`src/lpw_consts.svh`:
```
// Register offsets, field positions, reset values and timing counts
`ifndef LPW_CONSTS_SVH
`define LPW_CONSTS_SVH
`define LPW_OFS_CTRL 12'h000
`define LPW_OFS_EN 12'h004
`define LPW_OFS_POL 12'h008
`define LPW_OFS_STAT 12'h00C
`define LPW_OFS_IRQ_MASK 12'h010
`define LPW_OFS_STATE 12'h014
`define LPW_NSRC 9
`define LPW_SRC_CARD 0
`define LPW_SRC_RTS 1
`define LPW_SRC_WAKE_A 2
`define LPW_SRC_WAKE_B 3
`define LPW_SRC_OPT_A 4
`define LPW_EN_RST 9'h00F
`define LPW_POL_RST 9'h001
`define LPW_MASK_RST 9'h000
`define LPW_IDLE_NS 1000
`define LPW_CLK_NS 100
`define LPW_ARM_CYC 3
`define LPW_IDLE_CYC ((`LPW_IDLE_NS + `LPW_CLK_NS - 1) / `LPW_CLK_NS)
`endif

```
`src/lpw_pkg.sv`:
```
// Types of the low power wake controller
package lpw_pkg;
    typedef enum logic [1:0] {
        LPW_ACTIVE,
        LPW_IDLE_WAIT,
        LPW_SLEEP
    } lpw_state_t;
endpackage

```
`src/lpw_wake_if.sv`:
```
// Wake source bundle between detector and controller
`timescale 1ns/1ns
interface lpw_wake_if #(parameter int NSRC = 9);
    logic [NSRC-1:0] enable;
    logic [NSRC-1:0] rise_sel;
    logic [NSRC-1:0] edge_hit;
    logic wake_req;
    modport ctrl (output enable, output rise_sel, input edge_hit,
        input wake_req);
    modport det (input enable, input rise_sel, output edge_hit,
        output wake_req);
endinterface

```
`src/lpw_edge_det.sv`:
```
// Synchroniser and selectable edge detector for all wake sources
`timescale 1ns/1ns
module lpw_edge_det #(
    parameter int NSRC = 9
) (
    input wire logic clk_i,
    input wire logic sys_rst_i,
    input wire logic ce_i,
    input wire logic [NSRC-1:0] src_i,
    lpw_wake_if.det wif
);
    logic [NSRC-1:0] hit;
    genvar g;
    generate
        for (g = 0; g < NSRC; g++)
        begin : g_src
            logic s1_reg;
            logic s2_reg;
            logic s3_reg;
            always_ff @(posedge clk_i or posedge sys_rst_i)
            begin
                if (sys_rst_i)
                begin
                    s1_reg <= 1'b0;
                    s2_reg <= 1'b0;
                    s3_reg <= 1'b0;
                end
                else if (ce_i)
                begin
                    s1_reg <= src_i[g];
                    s2_reg <= s1_reg;
                    s3_reg <= s2_reg;
                end
            end
            // Rising or falling edge as selected, gated by enable
            assign hit[g] = wif.enable[g] & (wif.rise_sel[g] ?
                (s2_reg & ~s3_reg) : (~s2_reg & s3_reg));
        end
    endgenerate
    assign wif.edge_hit = hit;
    assign wif.wake_req = |hit;
endmodule

```
`src/lpw_ahb_slave.sv`:
```
// AHB-Lite slave front end, zero wait state
`timescale 1ns/1ns
module lpw_ahb_slave (
    input wire logic clk_i,
    input wire logic sys_rst_i,
    input wire logic ce_i,
    input wire logic hsel_i,
    input wire logic [11:0] haddr_i,
    input wire logic [1:0] htrans_i,
    input wire logic hwrite_i,
    input wire logic hready_i,
    output logic wr_o,
    output logic rd_o,
    output logic [11:0] addr_o
);
    logic wr_reg;
    logic [11:0] addr_reg;
    logic req;
    assign req = hsel_i & hready_i & htrans_i[1] & ce_i;
    always_ff @(posedge clk_i or posedge sys_rst_i)
    begin
        if (sys_rst_i)
        begin
            wr_reg <= 1'b0;
            addr_reg <= 12'h000;
        end
        else if (ce_i)
        begin
            wr_reg <= req & hwrite_i;
            if (req)
                addr_reg <= haddr_i;
        end
    end
    assign wr_o = wr_reg & ce_i;
    assign rd_o = req & ~hwrite_i;
    assign addr_o = rd_o ? haddr_i : addr_reg;
endmodule

```
`src/lpw_wake_ctrl.sv`:
```
// Low power wake controller: sleep entry, wake sources, registers
// Operation
// - Enter low power unprompted after idle; stay until enabled wake fires.
// - Card presence rising edge wakes the device by default.
// - Host send request line falling edge wakes by default.
// - Both dedicated wake inputs wake on falling edge by default.
// - Software selects edge polarity of the dedicated wake inputs.
// - Software disables each dedicated wake input separately.
// - Five optional wake pins start disabled; software enables each.
`timescale 1ns/1ns
`include "lpw_consts.svh"
module lpw_wake_ctrl #(
    parameter int NSRC = `LPW_NSRC,
    parameter int IDLE_CYC = `LPW_IDLE_CYC
) (
    input wire logic clk_i,
    input wire logic sys_rst_i,
    input wire logic ce_i,
    input wire logic card_present_i,
    input wire logic host_send_request_line_i,
    input wire logic dedicated_wake_input_a_i,
    input wire logic dedicated_wake_input_b_i,
    input wire logic [4:0] optional_wake_pins_i,
    input wire logic activity_i,
    input wire logic hsel_i,
    input wire logic [11:0] haddr_i,
    input wire logic [1:0] htrans_i,
    input wire logic hwrite_i,
    input wire logic [2:0] hsize_i,
    input wire logic [31:0] hwdata_i,
    input wire logic hready_i,
    output logic [31:0] hrdata_o,
    output logic hreadyout_o,
    output logic hresp_o,
    output logic low_power_o,
    output logic wake_pulse_o,
    output logic irq_o
);
    localparam logic [NSRC-1:0] EN_RST = NSRC'(`LPW_EN_RST);
    localparam logic [NSRC-1:0] POL_RST = NSRC'(`LPW_POL_RST);
    localparam logic [NSRC-1:0] MASK_RST = NSRC'(`LPW_MASK_RST);
    localparam logic [15:0] IDLE_MAX = 16'(IDLE_CYC - 1);
    localparam logic [1:0] ARM_MAX = 2'(`LPW_ARM_CYC);

    lpw_wake_if #(.NSRC(NSRC)) wif ();
    lpw_pkg::lpw_state_t state_reg;
    logic [NSRC-1:0] en_reg;
    logic [NSRC-1:0] pol_reg;
    logic [NSRC-1:0] stat_reg;
    logic [NSRC-1:0] mask_reg;
    logic sleep_req_reg;
    logic [15:0] idle_reg;
    logic [31:0] rdata_reg;
    logic [NSRC-1:0] src;
    logic bus_wr;
    logic bus_rd;
    logic [11:0] bus_addr;
    logic [NSRC-1:0] wdat;
    lpw_pkg::lpw_state_t state_next;
    logic [NSRC-1:0] stat_next;
    logic [15:0] idle_next;
    logic [31:0] rdata_next;
    logic irq_next;
    logic [1:0] arm_reg;
    logic armed;
    logic [NSRC-1:0] live_hit;
    logic live_wake;
    logic wr_ctrl;
    logic wr_en;
    logic wr_pol;
    logic wr_stat;
    logic wr_mask;

    assign src = {optional_wake_pins_i, dedicated_wake_input_b_i,
        dedicated_wake_input_a_i, host_send_request_line_i,
        card_present_i};
    assign wdat = hwdata_i[NSRC-1:0];

    lpw_ahb_slave u_bus (
        .clk_i(clk_i),
        .sys_rst_i(sys_rst_i),
        .ce_i(ce_i),
        .hsel_i(hsel_i),
        .haddr_i(haddr_i),
        .htrans_i(htrans_i),
        .hwrite_i(hwrite_i),
        .hready_i(hready_i),
        .wr_o(bus_wr),
        .rd_o(bus_rd),
        .addr_o(bus_addr)
    );

    lpw_edge_det #(.NSRC(NSRC)) u_det (
        .clk_i(clk_i),
        .sys_rst_i(sys_rst_i),
        .ce_i(ce_i),
        .src_i(src),
        .wif(wif)
    );

    assign wif.enable = en_reg;
    assign wif.rise_sel = pol_reg;

    // Register write strobes, one per writable register
    always_comb
    begin
        wr_ctrl = 1'b0;
        wr_en = 1'b0;
        wr_pol = 1'b0;
        wr_stat = 1'b0;
        wr_mask = 1'b0;
        if (bus_wr)
        begin
            case (bus_addr)
                `LPW_OFS_CTRL: wr_ctrl = 1'b1;
                `LPW_OFS_EN: wr_en = 1'b1;
                `LPW_OFS_POL: wr_pol = 1'b1;
                `LPW_OFS_STAT: wr_stat = 1'b1;
                `LPW_OFS_IRQ_MASK: wr_mask = 1'b1;
                default: wr_ctrl = 1'b0;
            endcase
        end
    end

    // Hold off edge hits until the synchronisers carry real pin levels,
    // so the reset value of the chain is never taken for an edge
    always_ff @(posedge clk_i or posedge sys_rst_i)
    begin
        if (sys_rst_i)
        begin
            arm_reg <= 2'h0;
        end
        else if (ce_i && arm_reg != ARM_MAX)
        begin
            arm_reg <= arm_reg + 2'h1;
        end
    end

    assign armed = arm_reg == ARM_MAX;
    assign live_hit = armed ? wif.edge_hit : '0;
    assign live_wake = armed & wif.wake_req;

    // Enable register: card, request, dedicated and optional sources
    always_ff @(posedge clk_i or posedge sys_rst_i)
    begin
        if (sys_rst_i)
        begin
            en_reg <= EN_RST;
        end
        else if (ce_i && wr_en)
        begin
            en_reg <= wdat;
        end
    end

    // Polarity register: one selects rising edge
    always_ff @(posedge clk_i or posedge sys_rst_i)
    begin
        if (sys_rst_i)
        begin
            pol_reg <= POL_RST;
        end
        else if (ce_i && wr_pol)
        begin
            pol_reg <= wdat;
        end
    end

    // Interrupt mask
    always_ff @(posedge clk_i or posedge sys_rst_i)
    begin
        if (sys_rst_i)
        begin
            mask_reg <= MASK_RST;
        end
        else if (ce_i && wr_mask)
        begin
            mask_reg <= wdat;
        end
    end

    // Sticky wake status per source, set beats write-one clear
    genvar b;
    generate
        for (b = 0; b < NSRC; b++)
        begin : g_stat
            assign stat_next[b] = live_hit[b] |
                (stat_reg[b] & ~(wr_stat & wdat[b]));
        end
    endgenerate

    // Status register
    always_ff @(posedge clk_i or posedge sys_rst_i)
    begin
        if (sys_rst_i)
        begin
            stat_reg <= '0;
        end
        else if (ce_i)
        begin
            stat_reg <= stat_next;
        end
    end

    // Optional software request to sleep at once, taken only while in LPW_IDLE_WAIT
    always_ff @(posedge clk_i or posedge sys_rst_i)
    begin
        if (sys_rst_i)
        begin
            sleep_req_reg <= 1'b0;
        end
        else if (ce_i)
        begin
            sleep_req_reg <= wr_ctrl && hwdata_i[0];
        end
    end

    // Idle counter, runs only while waiting to sleep
    always_comb
    begin
        idle_next = idle_reg;
        if (state_reg != lpw_pkg::LPW_IDLE_WAIT || activity_i)
        begin
            idle_next = 16'h0000;
        end
        else if (idle_reg != IDLE_MAX)
        begin
            idle_next = idle_reg + 16'h0001;
        end
    end

    // Idle counter register
    always_ff @(posedge clk_i or posedge sys_rst_i)
    begin
        if (sys_rst_i)
        begin
            idle_reg <= 16'h0000;
        end
        else if (ce_i)
        begin
            idle_reg <= idle_next;
        end
    end

    // Power state machine, next state
    always_comb
    begin
        state_next = state_reg;
        case (state_reg)
            lpw_pkg::LPW_ACTIVE:
            begin
                if (!activity_i)
                    state_next = lpw_pkg::LPW_IDLE_WAIT;
            end
            lpw_pkg::LPW_IDLE_WAIT:
            begin
                if (activity_i || live_wake)
                    state_next = lpw_pkg::LPW_ACTIVE;
                else if (idle_reg == IDLE_MAX || sleep_req_reg)
                    state_next = lpw_pkg::LPW_SLEEP;
            end
            lpw_pkg::LPW_SLEEP:
            begin
                if (live_wake)
                    state_next = lpw_pkg::LPW_ACTIVE;
            end
            default:
                state_next = lpw_pkg::LPW_ACTIVE;
        endcase
    end

    // Power state register
    always_ff @(posedge clk_i or posedge sys_rst_i)
    begin
        if (sys_rst_i)
        begin
            state_reg <= lpw_pkg::LPW_ACTIVE;
        end
        else if (ce_i)
        begin
            state_reg <= state_next;
        end
    end

    // Wake pulse on leaving sleep
    always_ff @(posedge clk_i or posedge sys_rst_i)
    begin
        if (sys_rst_i)
        begin
            wake_pulse_o <= 1'b0;
        end
        else if (ce_i)
        begin
            wake_pulse_o <= state_reg == lpw_pkg::LPW_SLEEP &&
                live_wake;
        end
    end

    // Read data selection
    always_comb
    begin
        case (bus_addr)
            `LPW_OFS_EN: rdata_next = 32'(en_reg);
            `LPW_OFS_POL: rdata_next = 32'(pol_reg);
            `LPW_OFS_STAT: rdata_next = 32'(stat_reg);
            `LPW_OFS_IRQ_MASK: rdata_next = 32'(mask_reg);
            `LPW_OFS_STATE: rdata_next = 32'(state_reg);
            default: rdata_next = 32'h00000000;
        endcase
    end

    // Read data register, holds until the next read
    always_ff @(posedge clk_i or posedge sys_rst_i)
    begin
        if (sys_rst_i)
        begin
            rdata_reg <= 32'h00000000;
        end
        else if (ce_i && bus_rd)
        begin
            rdata_reg <= rdata_next;
        end
    end

    // Interrupt level, registered from status and mask
    assign irq_next = |(stat_reg & mask_reg);

    always_ff @(posedge clk_i or posedge sys_rst_i)
    begin
        if (sys_rst_i)
        begin
            irq_o <= 1'b0;
        end
        else if (ce_i)
        begin
            irq_o <= irq_next;
        end
    end

    assign hrdata_o = rdata_reg;
    assign hreadyout_o = 1'b1;
    assign hresp_o = 1'b0;
    assign low_power_o = state_reg == lpw_pkg::LPW_SLEEP;
endmodule

```
`config.mk`:
```
export PLATFORM = sky130hd
export DESIGN_NAME = lpw_wake_ctrl
export DESIGN_NICKNAME = d
export VERILOG_FILES = /design/src/lpw_pkg.sv /design/src/lpw_wake_if.sv /design/src/lpw_edge_det.sv /design/src/lpw_ahb_slave.sv /design/src/lpw_wake_ctrl.sv
export VERILOG_INCLUDE_DIRS = /design/src
export SDC_FILE = /design/constraint.sdc
export NUM_CORES = 1
export LEC_CHECK = 0
export ABC_AREA = 1
export BUFFER_PORTS_ARGS = -buffer_cell sky130_fd_sc_hd__buf_2
export CAP_MARGIN = 20
export CORE_MARGIN = 2
export CORE_UTILIZATION = 55
export CTS_BUF_LIST = sky130_fd_sc_hd__clkbuf_2
export CTS_CLUSTER_SIZE = 30
export DETAILED_ROUTE_END_ITERATION = 12
export PLACE_DENSITY_LB_ADDON = 0.2
export SYNTH_ARGS = -nofsm -noshare
export SYNTH_HDL_FRONTEND = slang
export SYNTH_SLANG_ARGS = --single-unit
```
`constraint.sdc`:
```
create_clock -name clk_i -period 8.5 [get_ports clk_i]
set_input_delay 1.275 -clock clk_i [delete_from_list [all_inputs] [get_ports clk_i]]
set_output_delay 1.275 -clock clk_i [all_outputs]
set_load 0.02 [all_outputs]
```
==> results of run 1 <==
## cell usage in the layout (no fill, tap or decap), types with 2 or more instances in the layout
cell type and instances:
nand2_1 204, dfrtp_1 103, inv_1 80, nand3_1 66, o21ai_0 62, buf_2 49
nor2_1 33, o21ai_1 25, conb_1 25, nand4_1 10, o21ai_2 10, a21oi_1 9
clkbuf_2 9, nor3_1 7, o31ai_1 5, o21bai_1 5, nand2_2 5, dfstp_2 5
inv_2 4, xor2_1 4, nor2_2 4, mux2_2 4, ha_1 3, nor3_2 2
o21a_1 2, nor2_8 2, nand2_4 2, nand3b_1 2, nand3_2 2, inv_8 2
## cells by family after synthesis
kind of cell / count (synthesis)
xor gates and xnor gates: 5
DFF: 108
adders and majority gates: 3
and+or+nand+nor: 343
muxes: 4
other: 2
AOI/OAI and AO/OA: 123
buffers and inverters: 130
## through the flow
stage	worst slack (ns)	area (um2)	hold slack (ns)	power, W
floorplan	4.39	5780	0.442	0.000720
global placement	4.08	5910	0.453	0.000753
CTS	4.67	6040	0.513	0.00102
global route	4.26	6040	0.522	0.00106
detailed placement	4.02	5910	0.458	0.000762
finish	4.62	6040	0.505	0.00101
## area by class of cell
cell class | count | area, um2 | share of cell area, %
clock buffers | 9 | 45.0 | 0.746
clock inverters | 7 | 82.6 | 1.37
inverters | 86 | 325 | 5.39
multi-input cells | 503 | 2450 | 40.6
flip-flops and latches | 108 | 2710 | 44.9
well taps | 136 | 170 | 2.82
repair buffers | 50 | 253 | 4.19
## worst paths after layout
| path | start | to | slack, ns | depth (start not counted) |
|---|---|---|---|---|
| max | ce_i | pol_reg[2]$_DFFE_PP0P_ | 4.62 | 9 |
| min | arm_reg[0]$_DFFE_PP0P_ | arm_reg[0]$_DFFE_PP0P_ | 0.51 | 1 |
| max reg2reg | u_bus.addr_reg[5]$_DFFE_PP0P_ | pol_reg[2]$_DFFE_PP0P_ | 5.93 | 7 |
| min reg2reg | arm_reg[0]$_DFFE_PP0P_ | arm_reg[0]$_DFFE_PP0P_ | 0.51 | 1 |
| max in group asynchronous | sys_rst_i | state_reg[0]$_DFFE_PP0P_ | 6.62 | 3 |
| min in group asynchronous | sys_rst_i | u_bus.addr_reg[10]$_DFFE_PP0P_ | 0.62 | 2 |
## layer usage
metal	up-vias	wire (um)	track usage, %
met1	2253	5850	32.9
met3	23	641	4.82
met2	139	5860	38.5
met4	0	285	9.12
li1	2348	-	-
met5	-	0	0
## worst max-delay path, delay by kind of cell
kind                   cells  cell delay (ns)
buffers and inverters      1             0.66
AND/OR/NAND/NOR            7             2.19
AO/OA/AOI/OAI              1             0.29
## power groups by stage
stage,sequential (W),clock (W),combinational [W]
after floorplan,0.000583,0,0.000137
after global placement,0.000584,0,0.000170
after detailed placement,0.000586,0,0.000176
after CTS,0.000578,0.000261,0.000177
after global routing,0.000583,0.000282,0.000198
final,0.000578,0.000254,0.000175
==> key figures, run 1 <==
Synthesis
  • Dominant synthesized flop cell: dfrtp_1
  • Cell taking the most area after synthesis: dfrtp_1
  • Mapped Area: 0.00569 mm2
  • Share of the synthesized area in the top cell type: a little under half
  • Post-synthesis adder-cell area fraction: less than 1%
  • Main combinational cell family by area after synthesis: simple AND/OR/NAND/NOR gates
  • Synth unique cells: 43
  • Xor and xnor area share after synthesis: less than 1%
  • Register area share after synthesis: between 40% and 50%
  • Commonest cells in the netlist: nand2_1, dfrtp_1, inv_1
  • Simple-gate share of the synthesized area: approximately 27%
  • Mux contribution to synthesized area: less than 1%
  • Post-synthesis register bit count: approximately 110
  • Async S/R FF share, synth: 100%
  • Yosys Warn Count: 0
  • Number of synthesized flops with an enable pin: 0
  • Synth top area cells: dfrtp_1, nand2_1, nand3_1
  • Syn avg cell area: 7.93 um2
  • Most numerous cell in the Yosys netlist: nand2_1
  • Post-synthesis compound-gate area fraction: between 10% and 20%
  • Syn Inst Count: just over 700

Layout
  • Diode count: 0
  • Fin cells: between 800 and 900
  • Fillers: between 900 and 1,000
  • Post-layout nets: approximately 830
  • P&R area growth vs syn: 6.02%
  • Max FFs per register: 16
  • Layout cells sized above 1: 14.4%
  • Post-layout util: 59.3%

Worst setup path
  • Arr. time, crit path: between 4 and 5 ns
  • Worst Path Max Fanout: 50
  • CP peak stage delay: roughly 0.72 ns
  • Crit path required time: ~9 ns
  • Critical-path cell list: buf_2 -> nand2_2 -> nor2_8 -> nand3b_1 -> nand2_1 -> nand2_1 -> nor2_2 -> nand3_2 -> o21ai_1
  • CP max-delay cell: nor2_2
  • Class of the most critical setup path: primary input to flip-flop
  • Cell mode on critical path: nand2_1
  • Setup crit start kind: primary input
  • Setup crit end kind: flip-flop

Place
  • HPWL after detailed placement: 8940 um
  • Routability congestion estimate: between 0.8 and 0.9
  • Placed Cells: 883
  • PortBufs: around 50

Clock network
  • Clock latency on the worst-skew pair: about 0.6 ns
  • Clk buf depth: 2
  • Clock tree sinks: between 100 and 150
  • Cts hold-fix bufs: 0
  • Post_cts resized: 0
  • Root Driver: clkbuf_2
  • CTS tree: built
  • Buffer count from post-CTS setup fixing: 0
  • Number of CTS-inserted buffers: 9
  • H-tree depth: 3
  • Reg clk slew, reported paths: roughly 0.28 ns

Routing
  • First DRT Iteration DRCs: approximately 310
  • Via density: 5.30
  • Post-Route WL: 12,600 um
  • DRT Pass-1 Iters: 4
  • DRC: 0
  • Antenna-violating nets left: 0
  • Drt wl/cell: 14.1 um
  • DR vias: between 4,000 and 5,000

Pwr
  • Pwr dens: around 170 mW/mm2
  • Sw Share: 32.5%
  • Leakage power: approximately 3 nW
  • Clock power share: between 20% and 30%
  • Share of power burned in registers: a little under three fifths
  • Internal Dissipation: a little under 0.0007 W
  • Switching power: between 0.0003 and 0.0004 W
  • Combinational power share: between 10% and 20%
  • VDD IR max: between 0.1 and 0.15 mV

Floorplanning
  • Die Span X: roughly 110 um
  • Chip height: around 110 um
  • Die Area: around 0.011 mm2
  • Rows: 37
  • Area of the core: 0.0102 mm2
  • Initial Util: ~56%
  • Ports: a little over 100

Run
  • Max Cap Viol: 0

STA
  • Max-slew violations: 0
  • Setup violators final: 0
  • Crit path time final: 3.88 ns
  • RSZ-0062 raised after global routing: false
  • Clock skew: between 0.02 and 0.025 ns
  • Fmax: roughly 0.26 GHz
  • Final hold violations: 0
  • Worst rel slew slack: about 34%
  • Setup TNS: 0 ns
  • Final worst-path cycle share: a little under half
  • Worst Max-Slew Pin Slew: 0.984 ns

Global route
  • Overflow left after global routing: 0
  • All-Layer GR Usage: between 20% and 30%
  • First-pass GRT wire length: around 22,000 um
  • Largest net degree at the start of global routing: 74
  • Initial antenna violation count: 0
  • Vias in the first global route: between 4,000 and 5,000

Worst hold path
  • HP Class: flip-flop to flip-flop

Outcome
  • Status: completed
Power figures use the tool's default switching activity.
==> run 2: changes to the inputs <==
--- a/config.mk
+++ b/config.mk
@@ -6,7 +6,7 @@
 export SDC_FILE = /design/constraint.sdc
 export NUM_CORES = 1
 export LEC_CHECK = 0
-export ABC_AREA = 1
+export ABC_AREA = 0
 export BUFFER_PORTS_ARGS = -buffer_cell sky130_fd_sc_hd__buf_2
 export CAP_MARGIN = 20
 export CORE_MARGIN = 2
==> constraint.sdc (replaced) <==
create_clock -name clk_i -period 3.7 [get_ports clk_i]
set_input_delay 0.555 -clock clk_i [delete_from_list [all_inputs] [get_ports clk_i]]
set_output_delay 0.555 -clock clk_i [all_outputs]
set_load 0.02 [all_outputs]
==> key figures, run 2 <==
Worst setup path
  • Setup crit end kind: flip-flop (unchanged)
  • Crit path required time: 4.25 ns (was 9.05 ns)
  • CP peak stage delay: 0.85 ns (was 0.72 ns)
  • CP max-delay cell: o41ai_4 (was nor2_2)
  • Reg2reg path depth: 5 (was 7)
  • Class of the most critical setup path: flip-flop to flip-flop (was primary input to flip-flop)
  • Setup crit start kind: flip-flop (was primary input)
  • Worst Path Max Fanout: 16 (was 50)
  • Critical-path cell list: or4_1 -> o41ai_4 -> nor2_1 -> a31o_1 -> nand2_1 (was buf_2 -> nand2_2 -> nor2_8 -> nand3b_1 -> nand2_1 -> nand2_1 -> nor2_2 -> nand3_2 -> o21ai_1)
  • Arr. time, crit path: 3.05 ns (was 4.43 ns)

Routing
  • Drt wl/cell: 17.4 um (was 14.1 um)
  • Antenna-violating nets left: 0 (unchanged)
  • Via density: 5.87 (was 5.30)
  • First DRT Iteration DRCs: 214 (was 309)
  • DR vias: 3,922 (was 4,763)
  • DRC: 0 (unchanged)
  • DRT Pass-1 Iters: 4 (unchanged)
  • Post-Route WL: 11,600 um (was 12,600 um)

Layout
  • P&R area growth vs syn: 7.01% (was 6.02%)
  • Fin cells: 668 (was 899)
  • Post-layout nets: 598 (was 826)
  • Fillers: 838 (was 951)
  • Most frequent cells in the layout: dfrtp_1, mux2_2, buf_2 (was nand2_1, dfrtp_1, inv_1)
  • Max FFs per register: 16 (unchanged)
  • Layout cells sized above 1: 26.5% (was 14.4%)
  • Most common cell after layout, fill and taps aside: dfrtp_1 (was nand2_1)
  • Diode count: 0 (unchanged)

Pwr
  • Clock power share: 24.6% (was 25.2%)
  • Leakage power: 2.73 nW (was 3.03 nW)
  • Switching power: 0.000666 W (was 0.000327 W)
  • VDD IR max: 0.316 mV (was 0.117 mV)
  • Pwr dens: 388 mW/mm2 (was 167 mW/mm2)
  • Sw Share: 29.5% (was 32.5%)
  • Internal Dissipation: 0.00159 W (was 0.000680 W)
  • Share of power burned in registers: 60.3% (was 57.4%)
  • Combinational power share: 15.1% (was 17.4%)

Global route
  • First-pass GRT wire length: 19,400 um (was 21,600 um)
  • Initial antenna violation count: 0 (unchanged)
  • Vias in the first global route: 3,843 (was 4,557)
  • Largest net degree at the start of global routing: 59 (was 74)
  • All-Layer GR Usage: 22.5% (was 24.2%)
  • Overflow left after global routing: 0 (unchanged)

Clock network
  • H-tree depth: 3 (unchanged)
  • Buffer count from post-CTS setup fixing: 0 (unchanged)
  • Clock tree sinks: 108 (unchanged)
  • Root Driver: clkbuf_2 (unchanged)
  • Clock latency on the worst-skew pair: 0.59 ns (was 0.61 ns)
  • Reg clk slew, reported paths: 0.28 ns (about the same)
  • CTS tree: built (unchanged)
  • Cts hold-fix bufs: 0 (unchanged)
  • Clk buf depth: 2 (unchanged)
  • Post_cts resized: 0 (unchanged)
  • Number of CTS-inserted buffers: 9 (unchanged)

Synthesis
  • Yosys Warn Count: 0 (unchanged)
  • Dominant synthesized flop cell: dfrtp_1 (unchanged)
  • Number of synthesized flops with an enable pin: 0 (unchanged)
  • Mapped Area: 0.00545 mm2 (was 0.00569 mm2)
  • Cell taking the most area after synthesis: dfrtp_1 (unchanged)
  • Synth top area cells: dfrtp_1, mux2_2, buf_4 (was dfrtp_1, nand2_1, nand3_1)
  • Synth unique cells: 64 (was 43)
  • Syn avg cell area: 11.2 um2 (was 7.93 um2)
  • Share of the synthesized area in the top cell type: 47.3% (was 45.3%)
  • Commonest cells in the netlist: dfrtp_1, mux2_2, nand2_1 (was nand2_1, dfrtp_1, inv_1)
  • Post-synthesis register bit count: 108 (unchanged)
  • Async S/R FF share, synth: 100% (unchanged)
  • Syn Inst Count: 487 (was 718)
  • Register area share after synthesis: 49.7% (was 47.6%)
  • Most numerous cell in the Yosys netlist: dfrtp_1 (was nand2_1)

STA
  • Hold WS: 0.0485 ns (was 0.505 ns)
  • Min setup slack post-route: 1.20 ns (was 4.62 ns)
  • Clock skew: 0.0317 ns (was 0.0249 ns)
  • Final worst-path cycle share: 67.5%
  • Worst Max-Slew Pin Slew: 0.909 ns (was 0.984 ns)
  • RSZ-0062 raised after global routing: false (unchanged)
  • Setup violators final: 0 (unchanged)
  • Crit path time final: about 2.5 ns
  • Final hold violations: 0 (unchanged)
  • Fmax: approximately 0.40 GHz
  • Setup TNS: 0 ns (unchanged)
  • Max-slew violations: 0 (unchanged)
  • Worst rel slew slack: 38.9% (was 34.2%)

Outcome
  • Status: completed (unchanged)

Floorplanning
  • Die Area: 0.0107 mm2 (was 0.0112 mm2)
  • Die Span X: 104 um (was 106 um)
  • Rows: 36 (was 37)
  • Chip height: 104 um (was 106 um)
  • Initial Util: 56.2% (was 55.9%)
  • Area of the core: 0.00968 mm2 (was 0.0102 mm2)
  • Ports: 102 (unchanged)

Run
  • Max Cap Viol: 0 (unchanged)

Place
  • Placed Cells: 652 (was 883)
  • Routability congestion estimate: 0.874 (was 0.883)
  • PortBufs: 49 (unchanged)
  • HPWL after detailed placement: 8050 um (was 8940 um)
  • Post-placement setup slack: 0.948 ns (was 4.02 ns)

Worst hold path
  • HP Class: primary input to asynchronous set/reset pin (was flip-flop to flip-flop)
[run 2: cell count changes after synthesis, sizes merged, moves of 7 or more]
cell,change
xnor2,+12
nand2,-164
nor2,-11
nand3,-59
a22o,+12
inv,-71
mux2,+52
o21ai,-78
nor3b,+7
o2bb2ai,+7
[run 2: kinds of logic (layout without fill, tap and decap cells)]
kind of cell	count (synthesis)	count (layout)	share of synthesized area (%)
simple gates	159	159	16.2
buf+inv	57	82	5.95
fa+ha+maj	3	3	0.689
flops	108	108	49.7
compound gates	86	86	12.9
other cells	2	25	0.138
xor+xnor	15	15	2.41
mux	57	57	12.0
[run 2: power by group through the flow]
stage / logic [W] / registers (W) / clock network [W]
finish: 0.000342 / 0.00136 / 0.000554
global route: 0.000386 / 0.00138 / 0.000624
CTS: 0.000346 / 0.00136 / 0.000572
detailed placement: 0.000344 / 0.00138 / 0
global placement: 0.000336 / 0.00137 / 0
floorplan: 0.000284 / 0.00136 / 0
[run 2: metrics by stage]
stage | cell area (um2) | power [W] | util, %
after floorplan | 5530 | 0.00164 | -
after global placement | 5710 | 0.00171 | 59.0
after detailed placement | 5710 | 0.00173 | 59.0
after CTS | 5830 | 0.00228 | 60.2
after global routing | 5830 | 0.00239 | 60.2
final | 5830 | 0.00226 | 60.2
[run 2: routing by layer]
metal | wire (um) | up-vias | track usage (%)
met4 | 138 | 0 | 5.69
met1 | 5160 | 1950 | 30.6
met3 | 690 | 12 | 5.73
li1 | - | 1823 | -
met2 | 5620 | 137 | 36.4
met5 | 0 | - | 0
[run 2: cell type report]
class                   count  area (um2)  area share [%]
clock inverters             5        62.6            1.07
clock buffers              11        55.1           0.945
multi-input cells         345        2500            42.9
repair buffers             52         280            4.81
flip-flops and latches    108        2710            46.5
well taps                 133         166            2.86
inverters                  14        55.1           0.945
[run 2: worst max-delay path, delay by kind of cell (launching register included)]
kind,cells,cell delay (ns)
AOI/OAI and AO/OA,2,1.11
DFF,1,0.48
and+or+nand+nor,3,0.87
[run 2: worst paths after layout]
check / start / to / slack [ns]
worst max-delay path: idle_reg[5]$_DFFE_PP0P_ / idle_reg[15]$_DFFE_PP0P_ / 1.20
worst min-delay path: sys_rst_i / u_det.g_src[0].s2_reg$_DFFE_PP0P_ / 0.05
worst max register to register: idle_reg[5]$_DFFE_PP0P_ / idle_reg[15]$_DFFE_PP0P_ / 1.20
worst min register to register: arm_reg[0]$_DFFE_PP0P_ / arm_reg[0]$_DFFE_PP0P_ / 0.50
max in group asynchronous: sys_rst_i / en_reg[2]$_DFFE_PP1P_ / 2.87
min in group clk_i: optional_wake_pins_i[2] / u_det.g_src[6].s1_reg$_DFFE_PP0P_ / 0.16
==> run 3: changes to the inputs <==
--- a/config.mk
+++ b/config.mk
@@ -10,7 +10,7 @@
 export BUFFER_PORTS_ARGS = -buffer_cell sky130_fd_sc_hd__buf_2
 export CAP_MARGIN = 20
 export CORE_MARGIN = 2
-export CORE_UTILIZATION = 55
+export CORE_UTILIZATION = 52
 export CTS_BUF_LIST = sky130_fd_sc_hd__clkbuf_2
 export CTS_CLUSTER_SIZE = 30
 export DETAILED_ROUTE_END_ITERATION = 12
==> constraint.sdc (replaced) <==
create_clock -name clk_i -period 2 [get_ports clk_i]
set_input_delay 0.3 -clock clk_i [delete_from_list [all_inputs] [get_ports clk_i]]
set_output_delay 0.3 -clock clk_i [all_outputs]
set_load 0.02 [all_outputs]
==> key figures, run 3 (same netlist as run 2, synthesis figures left out) <==
Layout
  • Post-layout nets: 683 (was 598)
  • Post-layout util: 65.3% (was 60.2%)
  • P&R area growth vs syn: 22.7% (was 7.01%)
  • Fillers: 830 (was 838)
  • Most frequent cells in the layout: dfrtp_1, mux2_2, buf_4 (was dfrtp_1, mux2_2, buf_2)
  • Diode count: 0 (unchanged)
  • Register area: 0.00271 mm2 (unchanged)
  • Multi-input logic area: 0.00257 mm2 (was 0.00250 mm2)
  • Most common cell after layout, fill and taps aside: dfrtp_1 (unchanged)
  • Layout cells sized above 1: 32.7% (was 26.5%)
  • Max FFs per register: 16 (unchanged)

Global route
  • First-pass GRT wire length: 20,900 um (was 19,400 um)
  • Met1 Use GR: 30.7% (was 30.6%)
  • Met2 usage: 40.5% (was 36.4%)
  • Vias in the first global route: 4,204 (was 3,843)
  • Initial antenna violation count: 0 (unchanged)
  • Overflow left after global routing: 0 (unchanged)
  • Largest net degree at the start of global routing: 109 (was 59)
  • Busiest metal layer after global routing: met2 (unchanged)
  • Met3 Usage GRT: 5.89% (was 5.73%)
  • All-Layer GR Usage: 23.9% (was 22.5%)

Routing
  • Post-Route WL: 12,800 um (was 11,600 um)
  • First DRT Iteration DRCs: 250 (was 214)
  • DRC: 0 (unchanged)
  • Via density: 5.60 (was 5.87)
  • Antenna-violating nets left: 0 (unchanged)
  • DR vias: 4,233 (was 3,922)
  • DRT Pass-1 Iters: 4 (unchanged)
  • Drt wl/cell: 16.9 um (was 17.4 um)

STA
  • Clock skew: 0.0415 ns (was 0.0317 ns)
  • Setup violators final: 5 (was 0)
  • Max-slew violations: 0 (unchanged)
  • Crit path time final: 2.02 ns (was 2.50 ns)
  • Final worst-path cycle share: 101% (was 67.5%)
  • Min setup slack post-route: -0.0193 ns (was 1.20 ns)
  • Worst rel slew slack: 58.8% (was 38.9%)
  • Setup TNS: -0.0525 ns (was 0 ns)
  • Final hold violations: 0 (unchanged)
  • Fmax: 0.495 GHz (was 0.401 GHz)
  • RSZ-0062 raised after global routing: true (was false)
  • Worst Max-Slew Pin Slew: 0.618 ns (was 0.909 ns)

Run
  • Max Cap Viol: 0 (unchanged)

Clock network
  • Clock tree sinks: 108 (unchanged)
  • Root Driver: clkbuf_2 (unchanged)
  • Reg clk slew, reported paths: 0.28 ns (about the same)
  • H-tree depth: 3 (unchanged)
  • Clock latency on the worst-skew pair: 0.65 ns (was 0.59 ns)
  • CTS tree: built (unchanged)
  • Number of CTS-inserted buffers: 9 (unchanged)
  • Clk buf depth: 2 (unchanged)

Pwr
  • Total Power: 0.00451 W (was 0.00226 W)
  • Pwr dens: 674 mW/mm2 (was 388 mW/mm2)
  • Leakage power: 3.16 nW (was 2.73 nW)
  • VDD IR max: 0.834 mV (was 0.316 mV)

Worst setup path
  • R2R Path Start: idle_reg[4]$_DFFE_PP0P_ (was idle_reg[5]$_DFFE_PP0P_)
  • Setup crit end kind: flip-flop (unchanged)
  • Setup crit start kind: flip-flop (unchanged)
  • Reg-to-reg endpoint: idle_reg[4]$_DFFE_PP0P_ (was idle_reg[15]$_DFFE_PP0P_)
  • Reg2reg path depth: 6 (was 5)
  • R2R setup slack: -0.02 ns (was 1.20 ns)
  • Class of the most critical setup path: flip-flop to flip-flop (unchanged)
  • Crit path required time: 2.60 ns (was 4.25 ns)
  • Worst Path Max Fanout: 6 (was 16)
  • Arr. time, crit path: 2.62 ns (was 3.05 ns)

Worst hold path
  • Hold path start: haddr_i[4]
  • HP Class: primary input to flip-flop (was primary input to asynchronous set/reset pin)
  • Worst hold path stage count: 4
  • Worst Hold End: u_bus.addr_reg[4]$_DFFE_PP0P_

Floorplanning
  • Die Area: 0.0113 mm2 (was 0.0107 mm2)
  • Rows: 37 (was 36)
  • Area of the core: 0.0102 mm2 (was 0.00968 mm2)
  • Die Span X: 106 um (was 104 um)
  • Chip height: 106 um (was 104 um)
  • Ports: 102 (unchanged)
  • Initial Util: 53.2% (was 56.2%)

Place
  • PortBufs: 49 (unchanged)
  • Routability congestion estimate: 0.882 (was 0.874)
  • HPWL after detailed placement: 8740 um (was 8050 um)

Outcome
  • Failing checks: setup timing
  • Status: finished, violations left (was completed)
## run 3: cell types whose count changed in the layout (fill, tap and decap cells not counted), sizes merged
cell / before / now
bufinv: 1 / 2
clkbuf: 11 / 9
inv: 15 / 16
buf: 52 / 105
dlygate4sd3: 0 / 32
## run 3: critical path, cell delays in order (launching register included)
cell	delay, ns
dfrtp_1	0.45
or4b_4	0.57
o41ai_4	0.44
buf_4	0.22
nor3_1	0.06
xnor2_1	0.14
nor2_1	0.10
## run 3: metrics by stage
stage | hold WS, ns | worst slack (ns) | instances | area, um2
detailed placement | 0.465 | -0.113 | 700 | 6090
floorplan | 0.405 | 0.00914 | 510 | 5540
finish | 0.0986 | -0.0193 | 756 | 6680
global route | 0.0652 | -0.0854 | 756 | 6680
global placement | 0.461 | -0.0862 | 700 | 6090
CTS | 0.0553 | 0.00704 | 748 | 6560
## run 3: layer usage
metal	vias up	part of all wire (%)
li1	1997	-
met1	2106	43
met2	113	50
met3	17	5.3
met4	0	1.8
met5	-	0
## run 3: repair_timing
action,4_1_cts,5_1_grt
hold buffers,32,0
gates resized for setup,3,16
setup buffers,0,7
cloned,0,1
pin swaps,1,7
endpoints found under the hold margin,164,0
endpoints found under the setup margin,8,26
## run 3: power by group
| group | internal, W | leakage (nW) | switching [W] |
|---|---|---|---|
| Sequential | 0.00237 | 1.39 | 0.000138 |
| Combinational | 0.000396 | 1.68 | 0.000418 |
| Clock | 0.000425 | 0.0839 | 0.000756 |
## run 3: layout make-up
cell class	instances	share of cell area [%]
flip-flops and latches	108	40.5
clock buffers	9	0.674
inverters	14	0.843
multi-input cells	345	38.4
repair buffers	137	15.6
clock inverters	7	1.44
well taps	136	2.55
## run 3: how the worst max path moves through the flow
stage / startpoint / to / cells past startpoint
after global placement: haddr_i[0] / hrdata_o[7]$_DFFE_PP0P_ / 7
final: idle_reg[4]$_DFFE_PP0P_ / idle_reg[4]$_DFFE_PP0P_ / 6
after detailed placement: haddr_i[0] / hrdata_o[3]$_DFFE_PP0P_ / 7
after global routing: idle_reg[1]$_DFFE_PP0P_ / idle_reg[15]$_DFFE_PP0P_ / 8
after floorplan: idle_reg[2]$_DFFE_PP0P_ / idle_reg[9]$_DFFE_PP0P_ / 6
after CTS: pol_reg[0]$_DFFE_PP1P_ / wake_pulse_o$_DFFE_PP0P_ / 5
